### src/cdt_pkg.sv
package cdt_pkg;
  // ----------------------------------------------------------------
  // Register byte offsets
  // ----------------------------------------------------------------
  localparam logic [5:0] OFS_LO_CTL = 6'h00;
  localparam logic [5:0] OFS_HI_CTL = 6'h04;
  localparam logic [5:0] OFS_LO_CNT = 6'h08;
  localparam logic [5:0] OFS_HI_CNT = 6'h0C;
  localparam logic [5:0] OFS_HOLD = 6'h10;
  localparam logic [5:0] OFS_LO_PER = 6'h14;
  localparam logic [5:0] OFS_HI_PER = 6'h18;
  localparam logic [5:0] OFS_IRQ_STS = 6'h1C;
  localparam logic [5:0] OFS_IRQ_MSK = 6'h20;

  // ----------------------------------------------------------------
  // Control field positions
  // ----------------------------------------------------------------
  localparam int CTL_ON = 15;
  localparam int CTL_IDLE_STOP = 13;
  localparam int CTL_GATE = 6;
  localparam int CTL_PS_LSB = 4;
  localparam int CTL_MODE32 = 3;
  localparam int CTL_EXT = 1;
  localparam logic [15:0] LO_CTL_MASK = 16'hA07A;
  localparam logic [15:0] HI_CTL_MASK = 16'hA072;

  // ----------------------------------------------------------------
  // Status and mask bit positions
  // ----------------------------------------------------------------
  localparam int IRQ_LO = 0;
  localparam int IRQ_HI = 1;
  localparam int IRQ_W = 2;

  // ----------------------------------------------------------------
  // Reset values
  // ----------------------------------------------------------------
  localparam logic [15:0] CTL_RST = 16'h0000;
  localparam logic [15:0] CNT_RST = 16'h0000;
  localparam logic [15:0] PER_RST = 16'hFFFF;
  localparam logic [IRQ_W-1:0] IRQ_RST = 2'h0;

  // ----------------------------------------------------------------
  // Prescaler terminal counts for 1, 8, 64, 256
  // ----------------------------------------------------------------
  localparam logic [7:0] PS_TC0 = 8'h00;
  localparam logic [7:0] PS_TC1 = 8'h07;
  localparam logic [7:0] PS_TC2 = 8'h3F;
  localparam logic [7:0] PS_TC3 = 8'hFF;

  // ----------------------------------------------------------------
  // AXI responses
  // ----------------------------------------------------------------
  localparam logic [1:0] RESP_OKAY = 2'h0;
  localparam logic [1:0] RESP_SLVERR = 2'h2;
endpackage

### src/cdt_top.sv
`timescale 1ns/1ps
module cdt_top (
  // Clock and reset
  input wire logic core_clk_i,
  input wire logic nrst_i,
  // AXI4-Lite write address
  input wire logic s_axi_awvalid_i,
  output logic s_axi_awready_o,
  input wire logic [5:0] s_axi_awaddr_i,
  // AXI4-Lite write data
  input wire logic s_axi_wvalid_i,
  output logic s_axi_wready_o,
  input wire logic [31:0] s_axi_wdata_i,
  input wire logic [3:0] s_axi_wstrb_i,
  // AXI4-Lite write response
  output logic s_axi_bvalid_o,
  input wire logic s_axi_bready_i,
  output logic [1:0] s_axi_bresp_o,
  // AXI4-Lite read address
  input wire logic s_axi_arvalid_i,
  output logic s_axi_arready_o,
  input wire logic [5:0] s_axi_araddr_i,
  // AXI4-Lite read data
  output logic s_axi_rvalid_o,
  input wire logic s_axi_rready_i,
  output logic [31:0] s_axi_rdata_o,
  output logic [1:0] s_axi_rresp_o,
  // Core state
  input wire logic cpu_idle_i,
  // Pins
  input wire logic ext_clk_lo_i,
  input wire logic gate_lo_i,
  input wire logic ext_clk_hi_i,
  input wire logic gate_hi_i,
  // Events
  output logic irq_o,
  output logic adc_trig_o
);
  // ----------------------------------------------------------------
  // State
  // ----------------------------------------------------------------
  logic [15:0] lo_ctl_q, hi_ctl_q;
  logic [15:0] lo_cnt_q, lo_cnt_d, hi_cnt_q, hi_cnt_d;
  localparam int IRQ_W_L = cdt_pkg::IRQ_W;
  logic [15:0] hold_q, hold_d;
  logic [15:0] lo_per_q, hi_per_q;
  logic [IRQ_W_L-1:0] sts_q, sts_d, msk_q;
  logic awready_q, wready_q, bvalid_q, arready_q, rvalid_q;
  logic aw_full_q, w_full_q;
  logic [5:0] awaddr_q;
  logic [31:0] wdata_q, rdata_q;
  logic [3:0] wstrb_q;
  logic [1:0] bresp_q, rresp_q;
  logic irq_q, trig_q;

  // ----------------------------------------------------------------
  // Effective controls
  // ----------------------------------------------------------------
  wire mode32 = lo_ctl_q[cdt_pkg::CTL_MODE32];
  // Chained: high half takes low half's setup
  wire [15:0] hi_eff = mode32 ? lo_ctl_q : hi_ctl_q;
  wire lo_run = lo_ctl_q[cdt_pkg::CTL_ON] &
    ~(cpu_idle_i & lo_ctl_q[cdt_pkg::CTL_IDLE_STOP]);
  wire hi_run = ~mode32 & hi_eff[cdt_pkg::CTL_ON] &
    ~(cpu_idle_i & hi_eff[cdt_pkg::CTL_IDLE_STOP]);
  wire tick_lo, tick_hi;

  // ----------------------------------------------------------------
  // Prescalers
  // ----------------------------------------------------------------
  cdt_prescale #(.SYNC_OUT(1'b1)) u_ps_lo (
    .core_clk_i(core_clk_i),
    .nrst_i(nrst_i),
    .run_i(lo_run),
    .ext_sel_i(lo_ctl_q[cdt_pkg::CTL_EXT]),
    .gate_en_i(lo_ctl_q[cdt_pkg::CTL_GATE]),
    .ps_sel_i(lo_ctl_q[cdt_pkg::CTL_PS_LSB +: 2]),
    .ext_clk_i(ext_clk_lo_i),
    .gate_i(gate_lo_i),
    .tick_o(tick_lo)
  );

  cdt_prescale #(.SYNC_OUT(1'b0)) u_ps_hi (
    .core_clk_i(core_clk_i),
    .nrst_i(nrst_i),
    .run_i(hi_run),
    .ext_sel_i(hi_ctl_q[cdt_pkg::CTL_EXT]),
    .gate_en_i(hi_ctl_q[cdt_pkg::CTL_GATE]),
    .ps_sel_i(hi_ctl_q[cdt_pkg::CTL_PS_LSB +: 2]),
    .ext_clk_i(ext_clk_hi_i),
    .gate_i(gate_hi_i),
    .tick_o(tick_hi)
  );

  // ----------------------------------------------------------------
  // Bus decode
  // ----------------------------------------------------------------
  wire wr_fire = aw_full_q & w_full_q & ~bvalid_q;
  wire rd_fire = s_axi_arvalid_i & arready_q;
  wire [15:0] wmask = {{8{wstrb_q[1]}}, {8{wstrb_q[0]}}};
  wire wr_lo_ctl = wr_fire & (awaddr_q == cdt_pkg::OFS_LO_CTL);
  wire wr_hi_ctl = wr_fire & (awaddr_q == cdt_pkg::OFS_HI_CTL);
  wire wr_lo_cnt = wr_fire & (awaddr_q == cdt_pkg::OFS_LO_CNT);
  wire wr_hi_cnt = wr_fire & (awaddr_q == cdt_pkg::OFS_HI_CNT);
  wire wr_hold = wr_fire & (awaddr_q == cdt_pkg::OFS_HOLD);
  wire wr_lo_per = wr_fire & (awaddr_q == cdt_pkg::OFS_LO_PER);
  wire wr_hi_per = wr_fire & (awaddr_q == cdt_pkg::OFS_HI_PER);
  wire wr_sts = wr_fire & (awaddr_q == cdt_pkg::OFS_IRQ_STS);
  wire wr_msk = wr_fire & (awaddr_q == cdt_pkg::OFS_IRQ_MSK);
  wire wr_hit = wr_lo_ctl | wr_hi_ctl | wr_lo_cnt | wr_hi_cnt | wr_hold |
    wr_lo_per | wr_hi_per | wr_sts | wr_msk;
  wire rd_lo_cnt = rd_fire & (s_axi_araddr_i == cdt_pkg::OFS_LO_CNT);

  function automatic logic [15:0] merge(input logic [15:0] old,
                                        input logic [15:0] nw,
                                        input logic [15:0] m);
    merge = (old & ~m) | (nw & m);
  endfunction

  wire [15:0] wd16 = wdata_q[15:0];

  // ----------------------------------------------------------------
  // Counting
  // ----------------------------------------------------------------
  wire [31:0] cnt32 = {hi_cnt_q, lo_cnt_q};
  wire [31:0] per32 = {hi_per_q, lo_per_q};
  wire [31:0] inc32 = cnt32 + 32'h0000_0001;
  wire step32 = mode32 & tick_lo;
  wire match32 = step32 & (cnt32 == per32);
  wire step_lo = ~mode32 & tick_lo;
  wire step_hi = ~mode32 & tick_hi;
  wire match_lo = step_lo & (lo_cnt_q == lo_per_q);
  wire match_hi = step_hi & (hi_cnt_q == hi_per_q);
  wire [15:0] lo_nxt = match_lo ? 16'h0000 : lo_cnt_q + 16'h0001;
  wire [15:0] hi_nxt = match_hi ? 16'h0000 : hi_cnt_q + 16'h0001;

  always_comb begin
    lo_cnt_d = lo_cnt_q;
    hi_cnt_d = hi_cnt_q;
    if (step32) begin
      lo_cnt_d = match32 ? 16'h0000 : inc32[15:0];
      hi_cnt_d = match32 ? 16'h0000 : inc32[31:16];
    end else begin
      if (step_lo) begin
        lo_cnt_d = lo_nxt;
      end
      if (step_hi) begin
        hi_cnt_d = hi_nxt;
      end
    end
    // Software load beats counting
    if (wr_lo_cnt) begin
      lo_cnt_d = merge(lo_cnt_q, wd16, wmask);
      if (mode32) begin
        hi_cnt_d = hold_q;
      end
    end
    if (wr_hi_cnt) begin
      hi_cnt_d = merge(hi_cnt_q, wd16, wmask);
    end
  end

  // Write to latch beats read capture
  assign hold_d = wr_hold ? merge(hold_q, wd16, wmask) :
                  rd_lo_cnt ? hi_cnt_q : hold_q;

  // ----------------------------------------------------------------
  // Interrupt status
  // ----------------------------------------------------------------
  wire [IRQ_W_L-1:0] sts_set = {match32 | match_hi, match_lo};
  wire [IRQ_W_L-1:0] sts_clr = wr_sts ? wdata_q[IRQ_W_L-1:0] : '0;
  assign sts_d = (sts_q & ~sts_clr) | sts_set;

  // ----------------------------------------------------------------
  // Read mux
  // ----------------------------------------------------------------
  logic [31:0] rd_mux;
  logic rd_ok;
  always_comb begin
    rd_mux = 32'h0000_0000;
    rd_ok = 1'b1;
    unique case (s_axi_araddr_i)
      cdt_pkg::OFS_LO_CTL: rd_mux = {16'h0000, lo_ctl_q};
      cdt_pkg::OFS_HI_CTL: rd_mux = {16'h0000, hi_ctl_q};
      cdt_pkg::OFS_LO_CNT: rd_mux = {16'h0000, lo_cnt_q};
      cdt_pkg::OFS_HI_CNT: rd_mux = {16'h0000, hi_cnt_q};
      cdt_pkg::OFS_HOLD: rd_mux = {16'h0000, hold_q};
      cdt_pkg::OFS_LO_PER: rd_mux = {16'h0000, lo_per_q};
      cdt_pkg::OFS_HI_PER: rd_mux = {16'h0000, hi_per_q};
      cdt_pkg::OFS_IRQ_STS: rd_mux = {30'h0000_0000, sts_q};
      cdt_pkg::OFS_IRQ_MSK: rd_mux = {30'h0000_0000, msk_q};
      default: rd_ok = 1'b0;
    endcase
  end

  // ----------------------------------------------------------------
  // Registers
  // ----------------------------------------------------------------
  always_ff @(posedge core_clk_i) begin
    if (!nrst_i) begin
      lo_ctl_q <= cdt_pkg::CTL_RST;
      hi_ctl_q <= cdt_pkg::CTL_RST;
      lo_cnt_q <= cdt_pkg::CNT_RST;
      hi_cnt_q <= cdt_pkg::CNT_RST;
      hold_q <= cdt_pkg::CNT_RST;
      lo_per_q <= cdt_pkg::PER_RST;
      hi_per_q <= cdt_pkg::PER_RST;
      sts_q <= cdt_pkg::IRQ_RST;
      msk_q <= cdt_pkg::IRQ_RST;
      irq_q <= 1'b0;
      trig_q <= 1'b0;
    end else begin
      if (wr_lo_ctl) begin
        lo_ctl_q <= merge(lo_ctl_q, wd16, wmask) & cdt_pkg::LO_CTL_MASK;
      end
      if (wr_hi_ctl) begin
        hi_ctl_q <= merge(hi_ctl_q, wd16, wmask) & cdt_pkg::HI_CTL_MASK;
      end
      if (wr_lo_per) begin
        lo_per_q <= merge(lo_per_q, wd16, wmask);
      end
      if (wr_hi_per) begin
        hi_per_q <= merge(hi_per_q, wd16, wmask);
      end
      if (wr_msk) begin
        msk_q <= wdata_q[IRQ_W_L-1:0];
      end
      lo_cnt_q <= lo_cnt_d;
      hi_cnt_q <= hi_cnt_d;
      hold_q <= hold_d;
      sts_q <= sts_d;
      irq_q <= |(sts_d & msk_q);
      trig_q <= mode32 ? match32 : match_hi;
    end
  end

  // ----------------------------------------------------------------
  // AXI4-Lite handshakes
  // ----------------------------------------------------------------
  always_ff @(posedge core_clk_i) begin
    if (!nrst_i) begin
      awready_q <= 1'b1;
      wready_q <= 1'b1;
      aw_full_q <= 1'b0;
      w_full_q <= 1'b0;
      awaddr_q <= 6'h00;
      wdata_q <= 32'h0000_0000;
      wstrb_q <= 4'h0;
      bvalid_q <= 1'b0;
      bresp_q <= cdt_pkg::RESP_OKAY;
      arready_q <= 1'b1;
      rvalid_q <= 1'b0;
      rdata_q <= 32'h0000_0000;
      rresp_q <= cdt_pkg::RESP_OKAY;
    end else begin
      if (s_axi_awvalid_i && awready_q) begin
        awaddr_q <= {s_axi_awaddr_i[5:2], 2'h0};
        aw_full_q <= 1'b1;
        awready_q <= 1'b0;
      end
      if (s_axi_wvalid_i && wready_q) begin
        wdata_q <= s_axi_wdata_i;
        wstrb_q <= s_axi_wstrb_i;
        w_full_q <= 1'b1;
        wready_q <= 1'b0;
      end
      if (wr_fire) begin
        aw_full_q <= 1'b0;
        w_full_q <= 1'b0;
        bvalid_q <= 1'b1;
        bresp_q <= wr_hit ? cdt_pkg::RESP_OKAY : cdt_pkg::RESP_SLVERR;
      end
      if (bvalid_q && s_axi_bready_i) begin
        bvalid_q <= 1'b0;
        awready_q <= 1'b1;
        wready_q <= 1'b1;
      end
      if (rd_fire) begin
        arready_q <= 1'b0;
        rvalid_q <= 1'b1;
        rdata_q <= rd_mux;
        rresp_q <= rd_ok ? cdt_pkg::RESP_OKAY : cdt_pkg::RESP_SLVERR;
      end
      if (rvalid_q && s_axi_rready_i) begin
        rvalid_q <= 1'b0;
        arready_q <= 1'b1;
      end
    end
  end

  // ----------------------------------------------------------------
  // Outputs
  // ----------------------------------------------------------------
  assign s_axi_awready_o = awready_q;
  assign s_axi_wready_o = wready_q;
  assign s_axi_bvalid_o = bvalid_q;
  assign s_axi_bresp_o = bresp_q;
  assign s_axi_arready_o = arready_q;
  assign s_axi_rvalid_o = rvalid_q;
  assign s_axi_rdata_o = rdata_q;
  assign s_axi_rresp_o = rresp_q;
  assign irq_o = irq_q;
  assign adc_trig_o = trig_q;
endmodule // cdt_top

### src/cdt_prescale.sv
`timescale 1ns/1ps
module cdt_prescale #(
  parameter bit SYNC_OUT = 1'b0
) (
  // Clock and reset
  input wire logic core_clk_i,
  input wire logic nrst_i,
  // Controls
  input wire logic run_i,
  input wire logic ext_sel_i,
  input wire logic gate_en_i,
  input wire logic [1:0] ps_sel_i,
  // Pins
  input wire logic ext_clk_i,
  input wire logic gate_i,
  // Count enable
  output logic tick_o
);
  logic [2:0] clk_sync_q;
  logic [1:0] gate_sync_q;
  logic [7:0] ps_q;
  logic [7:0] ps_d;
  logic tick_q;
  wire ext_rise = clk_sync_q[1] & ~clk_sync_q[2];
  wire src_evt = ext_sel_i ? ext_rise : 1'b1;
  wire gate_ok = ~gate_en_i | gate_sync_q[1];
  wire evt = run_i & src_evt & gate_ok;
  wire [7:0] tc = (ps_sel_i == 2'h0) ? cdt_pkg::PS_TC0 :
                  (ps_sel_i == 2'h1) ? cdt_pkg::PS_TC1 :
                  (ps_sel_i == 2'h2) ? cdt_pkg::PS_TC2 : cdt_pkg::PS_TC3;
  wire ps_wrap = evt & (ps_q >= tc);

  assign ps_d = ps_wrap ? 8'h00 : (evt ? ps_q + 8'h01 : ps_q);

  // Edges synchronised to the core clock
  always_ff @(posedge core_clk_i) begin
    if (!nrst_i) begin
      clk_sync_q <= 3'h0;
      gate_sync_q <= 2'h0;
      ps_q <= 8'h00;
      tick_q <= 1'b0;
    end else begin
      clk_sync_q <= {clk_sync_q[1:0], ext_clk_i};
      gate_sync_q <= {gate_sync_q[0], gate_i};
      ps_q <= run_i ? ps_d : 8'h00;
      tick_q <= ps_wrap & run_i;
    end
  end

  // Low half retimes the divider output, high half passes it through
  assign tick_o = SYNC_OUT ? (tick_q & run_i) : ps_wrap;
endmodule // cdt_prescale

### config.mk
export PLATFORM = sky130hd
export DESIGN_NAME = cdt_top
export DESIGN_NICKNAME = d
export VERILOG_FILES = /design/src/cdt_pkg.sv /design/src/cdt_top.sv /design/src/cdt_prescale.sv
export SDC_FILE = /design/constraint.sdc
export NUM_CORES = 1
export LEC_CHECK = 0
export BUFFER_PORTS_ARGS = -buffer_cell sky130_fd_sc_hd__buf_2
export CORE_ASPECT_RATIO = 0.7
export CORE_MARGIN = 2
export CORE_UTILIZATION = 40
export DETAILED_ROUTE_END_ITERATION = 7
export GPL_TIMING_DRIVEN = 0
export PLACE_DENSITY = 0.58
export SETUP_SLACK_MARGIN = 0.3
export SLEW_MARGIN = 10
export SYNTH_ARGS = -nofsm -noshare
export SYNTH_HDL_FRONTEND = slang
export SYNTH_HIERARCHICAL = 1
export SYNTH_SLANG_ARGS = --single-unit
### constraint.sdc
create_clock -name core_clk_i -period 3.3 [get_ports core_clk_i]
set_input_delay 0.33 -clock core_clk_i [delete_from_list [all_inputs] [get_ports core_clk_i]]
set_output_delay 0.33 -clock core_clk_i [all_outputs]
set_load 0.05 [all_outputs]
# Yosys cells after proc, flatten, opt, wreduce, memory -nomap -nowiden

Cells that the tools add are included.

Logic and storage cells: 183
Register bits after elaboration: 191

Bitwise logic cells: 76
Equal/unequal tests: 23
Multiplexer cells: 29
Magnitude comparators: 2
Reductions and logical operators: 17
Add/subtract/negate cells: 5

Operators with widths:

| cell                    | count |
|---|---|
| $mux W16                | 15 |
| $pmux W16 S9            | 1 |
| $and A16 B16 Y16        | 8 |
| $or A16 B16 Y16         | 7 |
| $mux W8                 | 6 |
| $and A1 B1 Y1           | 34 |
| $add A16 B1 Y16 const B | 2 |
| $add A32 B1 Y32 const B | 1 |
| $eq A16 B16 Y1          | 2 |
| $eq A32 B32 Y1          | 1 |
| $eq A6 B5 Y1 const B    | 4 |
| $add A8 B1 Y8 const B   | 2 |
| $eq A4 B3 Y1 const B    | 4 |
| $ge A8 B8 Y1            | 2 |
| $not A16 Y16            | 1 |
| $eq A6 B4 Y1 const B    | 2 |
| $logic_not A6 Y1        | 2 |
| $not A1 Y1              | 11 |
| $or A1 B1 Y1            | 11 |
| $reduce_or A9 Y1        | 1 |
| $eq A4 B2 Y1 const B    | 2 |
| $reduce_or A2 Y1        | 4 |
| $eq A6 B3 Y1 const B    | 1 |
| $eq A6 B6 Y1 const B    | 1 |
| other kinds (14)        | 27 |

# Longest topological paths before layout

Depth in word-level cells: 15
Mapped depth: 14
Mapped depth without buffers: 13

# Modules after synthesis

Netlist, hierarchy kept.

Modules (own cells, without submodules):

| module                  | cells each | area an instance (µm²) | times used | seq. area each (µm²) |
|---|---|---|---|---|
| cdt_top                 | 1000       | 8090.3                 | 1          | 2922.8 |
| cdt_prescale at u_ps_hi | 84         | 758.2                  | 1          | 260.2 |
| cdt_prescale at u_ps_lo | 77         | 757.0                  | 1          | 280.3 |

# Worst setup path after synthesis

OpenSTA, ideal clock, no wires.

Path type: register to register
Start point: reg with a tool-made name
End point: reg with a tool-made name
Arrival: 2.910 ns
Cell stages (with the launch flop): 14
Setup slack: 0.303 ns
Cell sequence: dfxtp_1 or2_2 ha_1 nand2b_4 a2111o_1 a21oi_2 nor2b_1 nor2b_1 clkbuf_1 a21oi_1 buf_2 nand3_1 a31o_1 a221oi_2

==> results.md <==
- The run finished with clean final reports.
- The time the worst path needs with I/O delays and setup is approximately 3.0 ns.
- The number of port buffers is 63.
- Along the worst path, the maximum fanout reaches 8.
- The maximum buffer depth of the clock tree is 2.
- The number of buffers added to fix hold violations after cts is 0.
- Per report_power, the combinational group accounts for 7.2% of the total.
- The clock latency on the worst-skew pair is ~0.45 ns.
- The final hold violation count is 0.
- The number of antenna violations at the first check in global routing was 1.
- The die width is between 150 and 200 um.
- The critical path goes through or2_4 > ha_1 > nand2b_4 > a2111o_1 > a21oi_2 > nor2b_4 > nor2b_1 > clkbuf_8 > a21oi_4 > buf_6 > nand3_1 > a31o_1 > a221oi_2.
- The wire length of the first global-routing pass is a little over 50000 um.
- Cell internal power was estimated by the tool at 0.00329 W.
- Leaving out fill and tap cells, the most frequent cell in the layout is sky130_fd_sc_hd__dfxtp_1.
- The share of layout cells above drive strength 1 is approximately 16%.
- The clock network is responsible for 44.5% of the overall power.
- After synthesis, the share of flip-flops with an asynchronous set or reset is 0%.
- The core area is 23600 sq um.
- The total routing usage reported by global routing is between 20% and 30%.
- Setup repair after global routing could not meet its margin everywhere.
- The clock tree from TritonCTS is yes.
- For this run, the top clock speed supported by timing is approximately 340 MHz.
- The H-tree level count is 4.
- The sum of negative setup slack is 0 ns.
- The count of TritonRoute iterations in the first routing pass is 8.
- For the pin with the worst max-slew slack, the measured transition is just over 1 ns.
- The maximum single-stage delay on the critical path is about 0.4 ns.
- In this run the core area contains between 40 and 50 standard-cell rows.
- The slowest stage cell on the critical path is sky130_fd_sc_hd__a2111o_1.
- The netlist area before placement is slightly below 10000 sq um.
- In this run the remaining antenna-violating nets after routing total 0.
- The number of cells produced by synthesis is ~1200.
- After synthesis, the netlist uses 84 different library cells.
- The library cell used as clock root buffer is sky130_fd_sc_hd__clkbuf_16.
- The final setup violation count is 0.
- The area occupied by multi-input gates is 5620 sq um.
- The residual overflow from global routing is 0.
- STA puts the critical path data arrival time at approximately 3.3 ns.
- VDD sags by at most between 0.0003 and 0.0004 V.
- The die is about 130 um tall.
- The via total after detailed routing is roughly 9300.
- The critical path start-end classification is reg2reg.
- The number of remaining DRC errors is 0.
- The total detailed-routing wirelength is approximately 34000 um.
- Counting flops with a built-in enable in the synthesized netlist gives 0.
- 0 antenna diodes ended up in the layout.
- The part of the cycle the worst path needs is 89.7%.
- The number of buffer and inverter instances along the worst setup path is 2.
- The register area share after synthesis is ~36%.
- The portion of total power attributed to sequential cells is approximately 48%.
- In this design, the largest share of critical-path delay is due to compound AO/OA/AOI/OAI gates.
- The detail-routed via count per cell is ~5.8.
- The clock-pin slew on the worst setup and hold paths is approximately 0.07 ns.
- The ratio of total power to cell area is 402 nW/um^2.
- The required time of the worst setup path is ~3.6 ns.
- For the final database, setup skew stands at about 0.011 ns.
- The synthesis-to-finish area growth is 15.5%.
- STA classifies the critical path endpoint as a flop.
- The final-layout worst hold slack is between 0.08 and 0.09 ns.
- The tool flagged a number of max-cap violations equal to 0.
- Entering global routing, the biggest net connects 17 pins.
- The full die area is between 20000 and 30000 sq um.
- The total half-perimeter wirelength after legalization and detailed placement is about 26000 um.
- In the final layout, flip-flops and latches occupy 3470 sq um.
- The final-report max-slew violation count is 0.
- The first routing iteration left between 1000 and 1500 violations.
- The number of CTS-inserted buffers is 17.
- The total of warnings raised by yosys is 6.
- The via count of the first global-routing pass is about 8400.
- The total leakage power is 4.35 nW.
- The headroom to the max-slew limit is a little under a third.
- A synthesized cell averages 8.27 sq um.
- The layout filler cell count is around 2300.
- The net switching fraction of the power is roughly a quarter.
- The net load switching power is between 0.001 and 0.0015 W.
- The initial standard-cell utilization of the core is around two fifths.
- In the layout the commonest cells are sky130_fd_sc_hd__dfxtp_1, sky130_fd_sc_hd__nand2_1, sky130_fd_sc_hd__nor2_1.
- The most common flop cell mapped by yosys is sky130_fd_sc_hd__dfxtp_1.
- Pin placement for this block handled between 100 and 150 I/O pins.
- The min-delay analysis places its worst path in the category in2reg.
- In the final routed layout, each cell accounts on average for approximately 21 um.
- After synthesis the netlist holds a flip-flop and latch count of around 170.
- The category of the worst setup path launch point is a flop.
- The number of clock sinks is approximately 170.
- The congestion estimate from routability-driven global placement came to between 0.9 and 1.
- The total number of nets in the final design is approximately 1300.
-- metal layers --
layer	GRT usage [%]	vias to the layer above	share of wire, %	wire, um
met4	5.68	0	1.4	492
met2	35.3	564	37	12700
li1	-	4359	-	-
met1	41.3	4371	47	15900
met3	10.5	52	15	4950
met5	0	-	0	0
-- cell usage after synthesis, types with 5 or more instances --
cell	count	area [sq um]
sky130_fd_sc_hd__dfxtp_1	173	3460
sky130_fd_sc_hd__nand2_1	161	604
sky130_fd_sc_hd__nor2_1	100	375
sky130_fd_sc_hd__a21oi_1	93	465
sky130_fd_sc_hd__nand3_1	50	250
sky130_fd_sc_hd__mux2i_1	49	490
sky130_fd_sc_hd__clkbuf_1	48	180
sky130_fd_sc_hd__xnor2_1	48	420
sky130_fd_sc_hd__o21ai_0	31	155
sky130_fd_sc_hd__nand4_1	28	175
sky130_fd_sc_hd__inv_1	26	97.6
sky130_fd_sc_hd__a22oi_1	24	180
sky130_fd_sc_hd__a31oi_1	23	144
sky130_fd_sc_hd__buf_2	23	115
sky130_fd_sc_hd__buf_4	22	165
sky130_fd_sc_hd__ha_1	20	250
sky130_fd_sc_hd__and2_1	19	119
sky130_fd_sc_hd__and3_1	17	106
sky130_fd_sc_hd__nor3_1	17	85.1
sky130_fd_sc_hd__a222oi_1	15	150
sky130_fd_sc_hd__xor2_1	12	105
sky130_fd_sc_hd__o221ai_1	10	87.6
sky130_fd_sc_hd__a32oi_1	9	78.8
sky130_fd_sc_hd__a211oi_1	7	52.6
sky130_fd_sc_hd__a221oi_1	7	61.3
sky130_fd_sc_hd__a311oi_1	7	61.3
sky130_fd_sc_hd__nand2b_1	7	43.8
sky130_fd_sc_hd__mux2_2	6	67.6
sky130_fd_sc_hd__buf_6	5	56.3
sky130_fd_sc_hd__nand3b_1	5	37.5
sky130_fd_sc_hd__nor2b_1	5	31.3
-- cell type report --
class	instances	area share, %
Multi-Input combinational cell	876	50.6
Sequential cell	173	31.3
Buffer	99	4.90
Clock buffer	21	4.15
Tap cell	318	3.59
Timing Repair Buffer	72	3.45
Inverter	30	1.01
Clock inverter	11	0.981
-- through the flow --
step,utilization (%),power (W),std cells,cell area [sq um],setup slack (ns)
finish,47.1,0.00446,1600,11100,0.341
global route,47.1,0.00460,1600,11100,0.250
CTS,47.0,0.00449,1599,11100,0.343
detailed placement,44.0,0.00252,1559,10400,-0.301
global placement,44.0,0.00251,1559,10400,-0.343
floorplan,-,0.00240,1178,9670,0.303
-- kinds of logic after synthesis --
| kind of cell | synth area share [%] |
|---|---|
| and+or+nand+nor | 23.0 |
| other | 0.0390 |
| xor gates and xnor gates | 5.64 |
| buffers and inverters | 6.59 |
| AOI/OAI and AO/OA | 20.2 |
| adders and majority gates | 2.61 |
| DFF | 36.1 |
| muxes | 5.81 |
-- power by group through the flow --
| stage | registers (W) | logic [W] | clock network (W) |
|---|---|---|---|
| 2_1_floorplan | 0.00220 | 0.000194 | 0 |
| 3_3_place_gp | 0.00220 | 0.000312 | 0 |
| 3_5_place_dp | 0.00220 | 0.000314 | 0 |
| 4_1_cts | 0.00215 | 0.000315 | 0.00202 |
| 5_1_grt | 0.00216 | 0.000345 | 0.00210 |
| 6_report | 0.00216 | 0.000322 | 0.00199 |
-- path summary, 6_finish.rpt --
| kind | depth (start not counted) | from | to | slack [ns] |
|---|---|---|---|---|
| max reg2reg | 13 | flop | flop | 0.34 |
| min reg2reg | 1 | u_ps_hi/clk_sync_q[0]$_SDFF_PN0_ | u_ps_hi/clk_sync_q[1]$_SDFF_PN0_ | 0.44 |
| min | 2 | ext_clk_lo_i | u_ps_lo/clk_sync_q[0]$_SDFF_PN0_ | 0.08 |
| max | 13 | flop | flop | 0.34 |
-- what timing repair did --
item                       CTS  global route
gates resized for setup     17             4
pin swaps                    5             2
setup endpoints to repair   14             6
buffers inserted             8             1
Note: power is estimated with default switching activity, not from simulation.
